`config.mk`:
```
export PLATFORM = sky130hd
export DESIGN_NAME = vsw_top
export DESIGN_NICKNAME = d
export VERILOG_FILES = /design/src/hw/vsw_pkg.sv /design/src/hw/vsw_top.sv /design/src/hw/vsw_sync.sv
export VERILOG_INCLUDE_DIRS = /design/src /design/src/hw
export SDC_FILE = /design/constraint.sdc
export NUM_CORES = 1
export LEC_CHECK = 0
export BUFFER_PORTS_ARGS = -buffer_cell sky130_fd_sc_hd__buf_2
export CAP_MARGIN = 30
export CORE_UTILIZATION = 55
export DETAILED_ROUTE_END_ITERATION = 7
export GPL_TIMING_DRIVEN = 0
export PLACE_DENSITY = 0.74
export SYNTH_ARGS = -nofsm -noshare
export SYNTH_HDL_FRONTEND = slang
export SYNTH_SLANG_ARGS = --single-unit
```
`constraint.sdc`:
```
create_clock -name mclk_in -period 2 [get_ports mclk_in]
set_input_delay 0.4 -clock mclk_in [delete_from_list [all_inputs] [get_ports mclk_in]]
set_output_delay 0.4 -clock mclk_in [all_outputs]
set_load 0.01 [all_outputs]
```
`src/hw/vsw_map.svh`:
```
// Address, field and reset constants of the video switch selector control
//
// Functional notes
// Mode pin low serial slave, high direct
// Direct mode: data, clock pins are static inputs
// Address bit zero is inverse of bank pin
// Four addresses, two chosen by bank pin
// Address bit one fixed at zero
// Master leaves both lines high when idle
// Eight bits MSB first, then acknowledge
// First byte after start is address
// Match acknowledged low on ninth pulse
// Eighth address bit is read/write, write only
// Never transmit; read requests are ignored
// Every data byte acknowledged on ninth pulse
// Each data byte updates the switches
// Stop keeps last complete byte, drops partial
// Switches hold their last configuration
// Serial mode reset turns every switch off
// Direct mode follows current control input levels
// Bits 0..2 enable luma/chroma pairs 0..2
// Bits 3..4 enable colour sets 1..2
// Master clock at most 100 kHz; the bench master clocks at 2.5 MHz
// Master bus free and start hold times
// Direct mode truth table from three pins
// Upper address fixed; byte bits 5..7 ignored
// Wrong address not acknowledged, bytes ignored
`ifndef VSW_MAP_SVH
`define VSW_MAP_SVH

// ----------------------------------------------------------------
// Device address
// ----------------------------------------------------------------
`define VSW_ADDR_HI 5'h0a
`define VSW_ADDR_A1 1'b0
`define VSW_RW_WRITE 1'b0

// ----------------------------------------------------------------
// Configuration byte fields and reset values
// ----------------------------------------------------------------
`define VSW_CFG_LC_LSB 0
`define VSW_CFG_LC_MSB 2
`define VSW_CFG_RGBF_LSB 3
`define VSW_CFG_RGBF_MSB 4
`define VSW_CFG_RESET 5'h00
`define VSW_LC_OFF 3'h0
`define VSW_RGBF_OFF 2'h0

// ----------------------------------------------------------------
// Bit counts on the serial link
// ----------------------------------------------------------------
`define VSW_BYTE_BITS 4'h8
`define VSW_ACK_BIT 4'h9

// ----------------------------------------------------------------
// Master timing, bench reference only
// ----------------------------------------------------------------
`define VSW_CLK_NS 50
`define VSW_TLOW_NS 4700
`define VSW_THIGH_NS 4000
`define VSW_TLOW_CYC ((`VSW_TLOW_NS + `VSW_CLK_NS - 1) / `VSW_CLK_NS)
`define VSW_THIGH_CYC ((`VSW_THIGH_NS + `VSW_CLK_NS - 1) / `VSW_CLK_NS)

`endif

```
`src/hw/vsw_pkg.sv`:
```
// Types of the video switch selector control
package vsw_pkg;

	// Serial receiver states
	typedef enum logic [2:0] {
		VSW_IDLE,
		VSW_ADDR,
		VSW_DATA,
		VSW_ACK,
		VSW_IGNORE
	} vsw_state_e;

	// Complete state of the top module
	typedef struct packed {
		logic scl_d;
		logic sda_d;
		vsw_state_e state;
		logic [3:0] bitcnt;
		logic [7:0] shift;
		logic [4:0] cfg;
		logic sda_oe;
		logic [2:0] lc;
		logic [1:0] rgbf;
	} vsw_top_s;

endpackage : vsw_pkg

```
`src/hw/vsw_top.sv`:
```
// Control logic of the component video switch selector
`timescale 1ns/1ps
`include "vsw_map.svh"
module vsw_top
	import vsw_pkg::*;
(
	// Clock, reset, enable
	input wire logic mclk_in,
	input wire logic srst_in,
	input wire logic ce_in,
	// Mode and bank pins
	input wire logic interface_mode_select_in,
	input wire logic bank_sel_in,
	// Two-wire link
	input wire logic scl_in,
	input wire logic sda_in,
	output logic sda_out,
	output logic sda_oe_out,
	// Analogue switch enables
	output logic [2:0] luma_chroma_on_out,
	output logic [1:0] rgbf_set_on_out
);

	// ----------------------------------------------------------------
	// Pin synchronisers
	// ----------------------------------------------------------------
	logic [3:0] pins_sync; // Inverted mode, bank, clock, data after two flops
	logic mode_s; // High selects direct pin control
	logic bank_s; // Bank / address select level
	logic scl_s; // Link clock level
	logic sda_s; // Link data level

	// The synchroniser resets every stage high, the idle bus level. The mode
	// pin goes through inverted, so that reset reads as serial mode: a raw
	// high would show direct code seven for two cycles and switch channels
	// on straight after reset.
	vsw_sync #(
		.WIDTH(4)
	) vsw_sync_inst (
		.mclk_in(mclk_in),
		.srst_in(srst_in),
		.ce_in(ce_in),
		.async_in({~interface_mode_select_in, bank_sel_in, scl_in, sda_in}),
		.sync_out(pins_sync)
	);

	// Undo the inversion; reset state is serial mode with switches off
	assign mode_s = !pins_sync[3];
	assign bank_s = pins_sync[2];
	assign scl_s = pins_sync[1];
	assign sda_s = pins_sync[0];

	// ----------------------------------------------------------------
	// State
	// ----------------------------------------------------------------
	vsw_top_s r_reg; // All registered state
	vsw_top_s r_next; // Its next value

	logic scl_rise; // Link clock rising edge
	logic scl_fall; // Link clock falling edge
	logic bus_start_event; // Data falls while clock high
	logic bus_stop_event; // Data rises while clock high
	logic [7:0] byte_in; // Byte including the bit now sampled
	logic addr_match; // Address byte is ours and a write
	logic byte_done; // Last bit of a data byte taken this cycle
	logic [4:0] byte_cfg; // Used field of the byte now completing

	// Edge and condition detection on synchronised levels
	assign scl_rise = scl_s && !r_reg.scl_d;
	assign scl_fall = !scl_s && r_reg.scl_d;
	assign bus_start_event = scl_s && r_reg.scl_d && r_reg.sda_d && !sda_s;
	assign bus_stop_event = scl_s && r_reg.scl_d && !r_reg.sda_d && sda_s;
	assign byte_in = {r_reg.shift[6:0], sda_s};

	// Bit zero of the address is the inverted bank level
	assign addr_match = (byte_in[7:3] == `VSW_ADDR_HI)
		&& (byte_in[2] == `VSW_ADDR_A1)
		&& (byte_in[1] == !bank_s)
		&& (byte_in[0] == `VSW_RW_WRITE);

	// Commit point of a data byte, used by the checks below only.
	// Start, stop and direct mode all win over a byte in flight.
	assign byte_done = !mode_s && !bus_start_event && !bus_stop_event
		&& (r_reg.state == VSW_DATA) && scl_rise
		&& (r_reg.bitcnt == `VSW_BYTE_BITS - 4'h1);
	assign byte_cfg = byte_in[`VSW_CFG_RGBF_MSB:`VSW_CFG_LC_LSB];

	// ----------------------------------------------------------------
	// Next-state logic
	// ----------------------------------------------------------------
	always_comb begin
		r_next = r_reg;
		r_next.scl_d = scl_s;
		r_next.sda_d = sda_s;
		if (mode_s) begin
			// Direct mode: link pins are plain inputs, receiver parked
			r_next.state = VSW_IDLE;
			r_next.bitcnt = 4'h0;
			r_next.sda_oe = 1'b0;
		end else if (bus_start_event) begin
			// Start or repeated start always restarts with an address
			r_next.state = VSW_ADDR;
			r_next.bitcnt = 4'h0;
			r_next.sda_oe = 1'b0;
		end else if (bus_stop_event) begin
			// Partial byte dropped, configuration untouched
			r_next.state = VSW_IDLE;
			r_next.bitcnt = 4'h0;
			r_next.sda_oe = 1'b0;
		end else begin
			unique case (r_reg.state)
				VSW_IDLE, VSW_IGNORE: begin
					// Wait for a start; foreign traffic is ignored
					r_next.sda_oe = 1'b0;
				end
				VSW_ADDR, VSW_DATA: begin
					// Shift in eight bits, MSB first
					if (scl_rise) begin
						r_next.shift = byte_in;
						r_next.bitcnt = r_reg.bitcnt + 4'h1;
						if (r_reg.bitcnt == `VSW_BYTE_BITS - 4'h1) begin
							if (r_reg.state == VSW_DATA) begin
								// Whole byte in: switches follow it
								r_next.cfg = byte_in[`VSW_CFG_RGBF_MSB:0];
								r_next.state = VSW_ACK;
							end else if (addr_match) begin
								r_next.state = VSW_ACK;
							end else begin
								r_next.state = VSW_IGNORE;
							end
						end
					end
				end
				VSW_ACK: begin
					// Pull data low from eighth fall to ninth fall
					if (scl_fall) begin
						if (r_reg.bitcnt == `VSW_BYTE_BITS) begin
							r_next.sda_oe = 1'b1;
							r_next.bitcnt = `VSW_ACK_BIT;
						end else begin
							r_next.sda_oe = 1'b0;
							r_next.bitcnt = 4'h0;
							r_next.state = VSW_DATA;
						end
					end
				end
				default: begin
					// Illegal code recovers to idle
					r_next.state = VSW_IDLE;
					r_next.sda_oe = 1'b0;
				end
			endcase
		end

		// Switch outputs: stored byte or direct decode
		if (mode_s) begin
			// Direct decode follows pins each cycle
			unique case ({bank_s, sda_s, scl_s})
				3'h0: begin
					r_next.lc = `VSW_LC_OFF;
					r_next.rgbf = `VSW_RGBF_OFF;
				end
				3'h1: begin
					r_next.lc = 3'h1;
					r_next.rgbf = `VSW_RGBF_OFF;
				end
				3'h2: begin
					r_next.lc = 3'h2;
					r_next.rgbf = `VSW_RGBF_OFF;
				end
				3'h3: begin
					r_next.lc = 3'h4;
					r_next.rgbf = `VSW_RGBF_OFF;
				end
				3'h4: begin
					r_next.lc = `VSW_LC_OFF;
					r_next.rgbf = 2'h1;
				end
				3'h5: begin
					r_next.lc = `VSW_LC_OFF;
					r_next.rgbf = 2'h2;
				end
				3'h6: begin
					r_next.lc = 3'h2;
					r_next.rgbf = 2'h1;
				end
				3'h7: begin
					r_next.lc = 3'h4;
					r_next.rgbf = 2'h2;
				end
			endcase
		end else begin
			// Serial mode holds the last stored byte
			r_next.lc = r_next.cfg[`VSW_CFG_LC_MSB:`VSW_CFG_LC_LSB];
			r_next.rgbf = r_next.cfg[`VSW_CFG_RGBF_MSB:`VSW_CFG_RGBF_LSB];
		end

		// Clock enable low freezes everything
		if (!ce_in) begin
			r_next = r_reg;
		end
	end

	// ----------------------------------------------------------------
	// Register; reset leaves every switch off
	// ----------------------------------------------------------------
	always_ff @(posedge mclk_in) begin
		if (srst_in) begin
			r_reg <= '{
				scl_d: 1'b1,
				sda_d: 1'b1,
				state: VSW_IDLE,
				bitcnt: 4'h0,
				shift: 8'h00,
				cfg: `VSW_CFG_RESET,
				sda_oe: 1'b0,
				lc: `VSW_LC_OFF,
				rgbf: `VSW_RGBF_OFF
			};
		end else begin
			r_reg <= r_next;
		end
	end

	// ----------------------------------------------------------------
	// Outputs
	// ----------------------------------------------------------------
	// Only ever drives low; never a transmitter of data
	assign sda_out = 1'b0;
	assign sda_oe_out = r_reg.sda_oe;
	assign luma_chroma_on_out = r_reg.lc;
	assign rgbf_set_on_out = r_reg.rgbf;
endmodule : vsw_top

```
`src/hw/vsw_sync.sv`:
```
// Two-stage synchroniser for pin inputs
`timescale 1ns/1ps
module vsw_sync #(
	parameter int WIDTH = 4
) (
	// Clock, reset, enable
	input wire logic mclk_in,
	input wire logic srst_in,
	input wire logic ce_in,
	// Pins and synchronised levels
	input wire logic [WIDTH-1:0] async_in,
	output logic [WIDTH-1:0] sync_out
);

	// Both stages, stage one only feeds stage two
	typedef struct packed {
		logic [WIDTH-1:0] s1;
		logic [WIDTH-1:0] s2;
	} vsw_sync_s;

	vsw_sync_s r_reg;
	vsw_sync_s r_next;

	// ----------------------------------------------------------------
	// Next state, two stages per bit
	// ----------------------------------------------------------------
	always_comb begin
		r_next = r_reg;
		if (ce_in) begin
			r_next.s1 = async_in;
			r_next.s2 = r_reg.s1;
		end
	end

	// Reset to idle-high bus level so no false edge appears at release
	always_ff @(posedge mclk_in) begin
		if (srst_in) begin
			r_reg <= '{s1: '1, s2: '1};
		end else begin
			r_reg <= r_next;
		end
	end

	assign sync_out = r_reg.s2;

endmodule : vsw_sync

```
* After elaboration in Yosys (flattened, before gate mapping) *
Memories as Yosys holds them, arrays and structs flattened. A register that Yosys moved wholly into a read port is not among the register bits.
Index checks and enable logic that the tools add are counted.
W data, S select, Z words.

cells by class
  eq/ne operators = 15
  reduce and logical (&&, ||, !) cells = 22
  bitwise gates (word level) = 5
  muxes and demuxes = 27
  $add $sub $neg = 1

operator list
  cell                   count
  $mux W5                7
  $mux W7                4
  $ne A5 B5 Y1 const B   5
  $mux W20               1
  $mux W3                6
  $reduce_and A6 Y1      2
  $logic_and A1 B1 Y1    10
  $pmux W3 S3            1
  $ne A4 B4 Y1 const B   2
  $pmux W4 S2            1
  $eq A3 B2 Y1 const B   2
  $eq A5 B4 Y1 const B   1
  $logic_not A1 Y1       5
  $mux W1                5
  $not A1 Y1             5
  $add A4 B1 Y4 const B  1
  $eq A4 B3 Y1 const B   1
  $eq A4 B4 Y1 const B   1
  $mux W4                1
  $reduce_and A4 Y1      1
  $reduce_or A2 Y1       2
  $eq A3 B1 Y1 const B   1
  $eq A3 B3 Y1 const B   1
  $logic_not A3 Y1       1
  other kinds (3)        3

word-level totals
  output and inout port bits = 7
  logic and storage cells = 82
  memories kept = 1
  bits of input ports = 7
  bits in read-only memories = 40
  register bits after elaboration = 36

memories
  memory            depth  bits a word  rd ports  clocked after memory_dff  wr ports  RTL line        RTL
  (name not given)  8      5            1         1                         0         vsw_top.sv:158  unique case ({bank_s, sda_s, scl_s})

* Logic depth before layout (Yosys ltp) *
Gate-level depths: netlist of run 1.

  depth in word-level cells = 13
  mapped depth = 7
  depth with buffers taken out = 7

* Cells and area by module *
A second synthesis of run 1 with hierarchy kept.

second synthesis, totals
  cell total of the unflattened synthesis = 221
  area, all modules = 1949.4 µm²

by module, submodules not included
  module    cells each  area an instance (µm²)  seq. area each (µm²)  times used
  vsw_top   191         1616.6                  540.5                 1
  vsw_sync  30          332.8                   160.2                 1

* Least setup slack after synthesis of run 1 *
No wires, ideal clock.

  path kind = register to register
  start point = register r_reg[24] (netlist bit)
  end point = register r_reg, in the netlist luma_chroma_on_out[0]
  data arrival time = 1.705 ns
  setup slack = 0.181 ns
  library setup time = 0.115 ns
  cell stages (with the launch flop) = 7
  data required time = 1.885 ns
  period minus slack after synthesis = 1.819 ns
  cell sequence = dfxtp_1 -> buf_4 -> or3b_4 -> nor4b_4 -> mux2i_1 -> a21oi_1 -> o21a_1

between the ends
  cells in the longest elaborated chain, start to end = 9

ends and longest elaborated chain
  item                    RTL line                        RTL
  from (decl)             vsw_top.sv:56                   vsw_top_s r_reg;
  from (signal assigned)  vsw_top.sv:209                  r_reg <= '{
  from (signal assigned)  vsw_top.sv:221                  r_reg <= r_next;
  $eq A3 B2 Y1            vsw_top.sv:111, vsw_top.sv:122
  $mux W5                 vsw_top.sv:122                  if (r_reg.state == VSW_DATA) begin
  $mux W5                 vsw_top.sv:121                  if (r_reg.bitcnt == `VSW_BYTE_BITS - 4'h1) begin
  $mux W20                vsw_top.sv:118                  if (scl_rise) begin
  $mux W5 (*)             vsw_top.sv:111                  unique case (r_reg.state)
  $mux W5 (*)             vsw_top.sv:105                  end else if (bus_stop_event) begin
  $mux W5 (*)             vsw_top.sv:100                  end else if (bus_start_event) begin
  $mux W5 (*)             vsw_top.sv:95                   if (mode_s) begin
  $mux W5 (*)             vsw_top.sv:156                  if (mode_s) begin

Every way passes the cells marked *; elsewhere a longest branch is shown, timed or not. The select of a mux whose other input is x is not followed.
A chain may end at the register's enable or synchronous reset.

* Final worst setup path of run 1 *
  start point = register r_reg[20] (netlist bit)
  end point = register r_reg, in the netlist luma_chroma_on_out[2]

between the ends
  cells in the longest elaborated chain, start to end = 8

ends and longest elaborated chain
  item          RTL line
  $eq A4 B3 Y1  vsw_top.sv:121
  $mux W5       vsw_top.sv:121
  $mux W20      vsw_top.sv:118
  $mux W5       vsw_top.sv:111
  $mux W5       vsw_top.sv:105
  $mux W5       vsw_top.sv:100
  $mux W5       vsw_top.sv:95
  $mux W5       vsw_top.sv:156

Every way passes these cells. The select of a mux whose other input is x is not followed.

==> results_dict.tcl, run 1 <==
set metrics [dict create \
    fmax_mhz 520 \
    totalWireLength_um 3940 \
    reg2reg_depth 7 \
    dp_cells 267 \
    hold_class "in2reg" \
    first_pass_iters 4 \
    rows 20 \
    first_global_vias 1354 \
    dp_hpwl_um 2840 \
    path_buf_inv 1 \
    core_sq_um 3150 \
    gp_congestion 0.920 \
    worstPathMaxFanout 5 \
    drive_gt1_share_pct 21.0 \
    area_growth_pct 16.1 \
    finalPower_mw 1.53 \
    syn_nets 220 \
    hold_depth 3 \
    setup_viol 0 \
    vias 1541 \
    period_share_pct 96.1 \
    synth.most_common_cell "dfxtp_1" \
    numCtsBuffers 5 \
    status "finished clean" \
    ys_ff_latch 40 \
    critical_path_class "reg2reg" \
    synth.avg_cell_area_sq_um 9.00 \
    vdd.ir_drop.worst_mv 0.644 \
    multi_input_area_sq_um 1050 \
    ys_warn_count 0 \
    synth-edff-count 0 \
    syn_area_sq_um 1900 \
    grt_util_all_layers_pct 23.3 \
    cts-root-buf "clkbuf_4" \
    p_leak_nw 0.832 \
    maxSlewViolCount 0 \
    worst_clock_skew_ps 11.7 \
    synthArstFlopShare_pct 0 \
    finalNonFillerCells 277 \
    cp-end-kind "flop" \
    syn_inst 211 \
    antenna_found_initial 0 \
    worst_hold_slack_ps 253 \
    grt_max_degree 13 \
    netlist.area_leader.share_pct 42.2 \
    synth_area_leaders "dfxtp_1, mux2i_1, nor2_1, a211oi_1, nor2b_1" \
    required_ps 2250 \
    busiest_layer "met2" \
    synth_common_cells "dfxtp_1, nor2_1, mux2i_1" \
    ant_nets 0 \
    cts_tree "yes" \
    fp.dieH_um 60.8 \
    cpPeakStageDelay_ps 420 \
    fp.dieArea_sq_um 3690 \
    ios 14 \
    drc_errors 0 \
    dp_slack_ps -164 \
    fp.dieW_um 60.8 \
    synth_ff_type "dfxtp_1" \
    final.min_clock_period_ps 1920 \
    n_antenna_cell 0 \
    finalHoldViolations 0 \
    worstSkewPairLatency_ps 360 \
    worstPathArrival_ps 2170 \
    avgRoutedWirePerCell_um 14.2 \
    cp.depth 7 \
    maxCapViolations 0 \
    nets 241 \
    grt_use_met3_pct 6.40 \
    cp_top_family "simple AND/OR/NAND/NOR gates" \
    clockBufferDepth 2 \
    critPathLaunchType "flop" \
    port-buffer-count 12 \
    fin_ws_ps 78.2 \
    avgViaCountPerCell 5.56 \
    synth-seq-area-share_pct 42.2 \
    grt-ovfl-total 0 \
    yosysUniqueCellTypes 48 \
    fillerInstances 265 \
    met1_usage_pct 29.2 \
    cpMaxStageDelayCell "dfxtp_1" \
    clkTransAtPathRegs_ps 120 \
    p_per_area_nw_per_um2 693 \
    gr-usage-met2_pct 38.6 \
    slew_headroom_pct 60.4 \
    drtIter0Drc 115 \
    fin_util_pct 70.0 \
    worstMarginPinSlew_ps 594 \
    regArea_sq_um 803 \
    yosysTopAreaCell "dfxtp_1" \
    cts.htree.levels 2 \
    path_cells "ha_1 -> and3b_1 -> nor4b_4 -> buf_6 -> mux2i_4 -> a21oi_1 -> o21a_1" \
    grt_pass1_wl_um 6160 \
    clkSinkCount 40 \
    start_util_pct 60.2 \
    cts_hold_buf 0 \
]
## cell families (layout without fill, tap and decap cells)
logic type	count (synthesis)	count (layout)	share of synthesized area, %
flip-flops	40	40	42.2
AO/OA/AOI/OAI	48	48	17.1
AND/OR/NAND/NOR	72	72	21.2
adder cells (fa/ha/maj)	2	2	1.32
multiplexers	19	19	10.1
XOR/XNOR	3	3	1.38
buffers and inverters	26	48	6.59
other	1	1	0.197
## power breakdown
part / internal [mW] / switching [mW] / leakage [nW] / total (mW)
sequential: 0.828 / 0.0248 / 0.327 / 0.853
combinational: 0.0680 / 0.0885 / 0.463 / 0.156
clock: 0.262 / 0.257 / 0.0422 / 0.519
## through the flow
step                instance area [sq um]  TNS (ps)
global placement                     2010     -1460
CTS                                  2100         0
finish                               2210         0
global route                         2210     -6.23
floorplan                            1900         0
detailed placement                   2010     -1590
## timing repair
action | 4_1_cts | 5_1_grt
hold endpoints to repair | 0 | 0
buffers inserted | 1 | 2
endpoints found under the setup margin | 6 | 11
pin swaps | 1 | 2
gates cloned | 0 | 0
gates resized for setup | 1 | 15
## path summary, 6_finish.rpt
check / start / to / slack (ps)
setup reg to reg: r_reg[20] / luma_chroma_on_out[2] / 80
hold reg to reg: vsw_sync_inst.r_reg[6] / vsw_sync_inst.r_reg[6] / 500
setup / recovery: r_reg[20] / luma_chroma_on_out[2] / 80
hold / removal: scl_in / vsw_sync_inst.r_reg[5] / 250
## cell usage in the layout (no fill, tap or decap), drive strengths merged, types with 3 or more instances in the layout
cell type	synthesis	routed
dfxtp	40	40
mux2i	18	18
inv	10	10
o21ai	9	9
nand2	11	11
buf	10	24
nor3	4	4
a21oi	9	9
o21a	5	5
clkbuf	6	12
nor2	26	26
nor2b	12	12
a211oi	10	10
nand3	3	3
## layout make-up
| type | instances | area share (%) |
|---|---|---|
| multi-input combinational | 145 | 47.8 |
| tap | 44 | 2.50 |
| clock buffer | 6 | 1.87 |
| timing repair buffer | 15 | 4.48 |
| buffer | 15 | 3.63 |
| inverter | 10 | 1.70 |
| clock inverter | 2 | 1.59 |
| sequential | 40 | 36.4 |
## metal layers
| metal | part of all wire [%] | up-vias |
|---|---|---|
| met2 | 47 | 30 |
| met3 | 3.5 | 6 |
| met5 | 0 | - |
| met1 | 48 | 718 |
| li1 | - | 787 |
| met4 | 1.4 | 0 |
## worst min-delay path: cells and delay by family
family / cells / cell delay (ps)
buf+inv: 1 / 80
simple gates: 1 / 60
mux: 1 / 50
No activity file was read; power rests on OpenSTA's default activity.
==> run 2: changes to the inputs <==
Settings changed: CORE_ASPECT_RATIO set to 1.1.
==> results_dict.tcl, run 2 (synthesis results as in run 1) <==
set metrics [dict create \
    finalHoldViolations 0 \
    area_growth_pct 17.1 \
    setup_viol 0 \
    p_leak_nw 0.853 \
    p_per_area_nw_per_um2 718 \
    clkTransAtPathRegs_ps 120 \
    n_antenna_cell 0 \
    start_util_pct 57.5 \
    worstPathMaxFanout 5 \
    nets 243 \
    cts_tree "yes" \
    hold_class "in2reg" \
    path_cells "ha_1 -> and4b_2 -> a211oi_1 -> nor4_4 -> nor2_1 -> mux2_2" \
    worst_hold_slack_ps 273 \
    worstMarginPinSlew_ps 570 \
    dp_slack_ps -249 \
    hold_depth 3 \
    clockBufferDepth 2 \
    holdCritStartpoint "bank_sel_in" \
    ant_nets 0 \
    fmax_mhz 515 \
    cpMaxStageDelayCell "a211oi_1" \
    cts.htree.levels 2 \
    fp.dieW_um 58.0 \
    fp.dieArea_sq_um 3690 \
    slew_headroom_pct 62.0 \
    cpPeakStageDelay_ps 380 \
    final_cell_mix "dfxtp_1, nor2_1, mux2i_1, buf_2, nor2b_1" \
    final_common_cell "dfxtp_1" \
    cts-root-buf "clkbuf_4" \
    critPathLaunchType "flop" \
    drtIter0Drc 66 \
    final.min_clock_period_ps 1940 \
    port-buffer-count 12 \
    numCtsBuffers 5 \
    grt-ovfl-total 0 \
    critical_path_class "reg2reg" \
    ios 14 \
    grt_max_degree 13 \
    grt_util_all_layers_pct 26.0 \
    drc_errors 0 \
    core_sq_um 3300 \
    required_ps 2240 \
    first_global_vias 1607 \
    antenna_found_initial 0 \
    gp_congestion 0.828 \
    status "finished clean" \
    whs_endpoint "vsw_sync_inst.r_reg[6]" \
    cp_top_family "simple AND/OR/NAND/NOR gates" \
    rows 22 \
    drive_gt1_share_pct 22.6 \
    path_buf_inv 0 \
    period_share_pct 97.1 \
    maxCapViolations 0 \
    cp-end-kind "flop" \
    timing.rr.start "r_reg[19]" \
    avgRoutedWirePerCell_um 15.7 \
    vias 1571 \
    fp.dieH_um 63.6 \
    reg2reg_depth 6 \
    r2r_setup_slack_ps 60 \
    fin_ws_ps 58.5 \
    worst_clock_skew_ps 15.9 \
    cts_hold_buf 0 \
    first_pass_iters 4 \
    maxSlewViolCount 0 \
    vdd.ir_drop.worst_mv 0.535 \
    worstSkewPairLatency_ps 350 \
    dp_hpwl_um 3020 \
    totalWireLength_um 4250 \
    clkSinkCount 40 \
    reg2reg_to "r_reg[25]" \
    worstPathArrival_ps 2180 \
    grt_pass1_wl_um 7240 \
    avgViaCountPerCell 5.80 \
]
run 2: cell types whose count changed in the layout (fill, tap and decap cells not counted), sizes merged:
cell    change
clkbuf      +2
clkinv      -1
buf         +1
run 2: final cells by class:
| cell class | instances | area (sq um) |
|---|---|---|
| Multi-Input combinational cell | 145 | 1040 |
| Sequential cell | 40 | 805 |
| Clock inverter | 1 | 30.0 |
| Timing Repair Buffer | 16 | 106 |
| Clock buffer | 7 | 65.1 |
| Inverter | 10 | 37.5 |
| Buffer | 16 | 92.6 |
| Tap cell | 36 | 45.0 |
| Fill cell | 281 | 1080 |
run 2: timing repair:
item	4_1_cts	5_1_grt
setup endpoints to repair	8	24
resized for setup	3	14
pin swaps	1	2
setup buffers	1	3
run 2: worst max path at each step:
stage	start	end	slack, ps	cells past startpoint
floorplan	r_reg[24]	luma_chroma_on_out[0]	180	6
global placement	ce_in	vsw_sync_inst.r_reg[4]	-140	6
detailed placement	ce_in	vsw_sync_inst.r_reg[4]	-250	6
CTS	r_reg[24]	rgbf_set_on_out[1]	-10	7
global route	r_reg[25]	byte_in[5]	-3	7
finish	r_reg[19]	r_reg[25]	60	6
run 2: report_power, final:
part           internal [mW]  total [mW]  switching, mW
clock                  0.332       0.588          0.256
sequential             0.828       0.850         0.0221
combinational         0.0663       0.158         0.0917
total                   1.23        1.60          0.370
run 2: worst register-to-register path, cell delays in order (launching register included):
cell	delay [ps]
dfxtp_2	360
ha_1	230
and4b_2	230
a211oi_1	380
nor4_4	110
nor2_1	160
mux2_2	350
run 2: layer usage:
| metal | track usage (%) | vias up | wire length [um] |
|---|---|---|---|
| li1 | - | 784 | - |
| met1 | 28.4 | 742 | 1740 |
| met2 | 45.8 | 32 | 2260 |
| met3 | 5.13 | 13 | 137 |
| met4 | 14.3 | 0 | 108 |
| met5 | 0 | - | 0 |
run 2: metrics by stage:
| stage | power (mW) | instance area [sq um] | cells | util (%) | TNS, ps |
|---|---|---|---|---|---|
| 2_1_floorplan | 0.967 | 1900 | 211 | - | 0 |
| 3_3_place_gp | 1.01 | 2000 | 259 | 60.7 | -1260 |
| 3_5_place_dp | 1.01 | 2000 | 259 | 60.7 | -2200 |
| 4_1_cts | 1.59 | 2120 | 268 | 64.3 | -17.1 |
| 5_1_grt | 1.66 | 2220 | 271 | 67.3 | -3.19 |
| 6_report | 1.60 | 2220 | 271 | 67.3 | 0 |
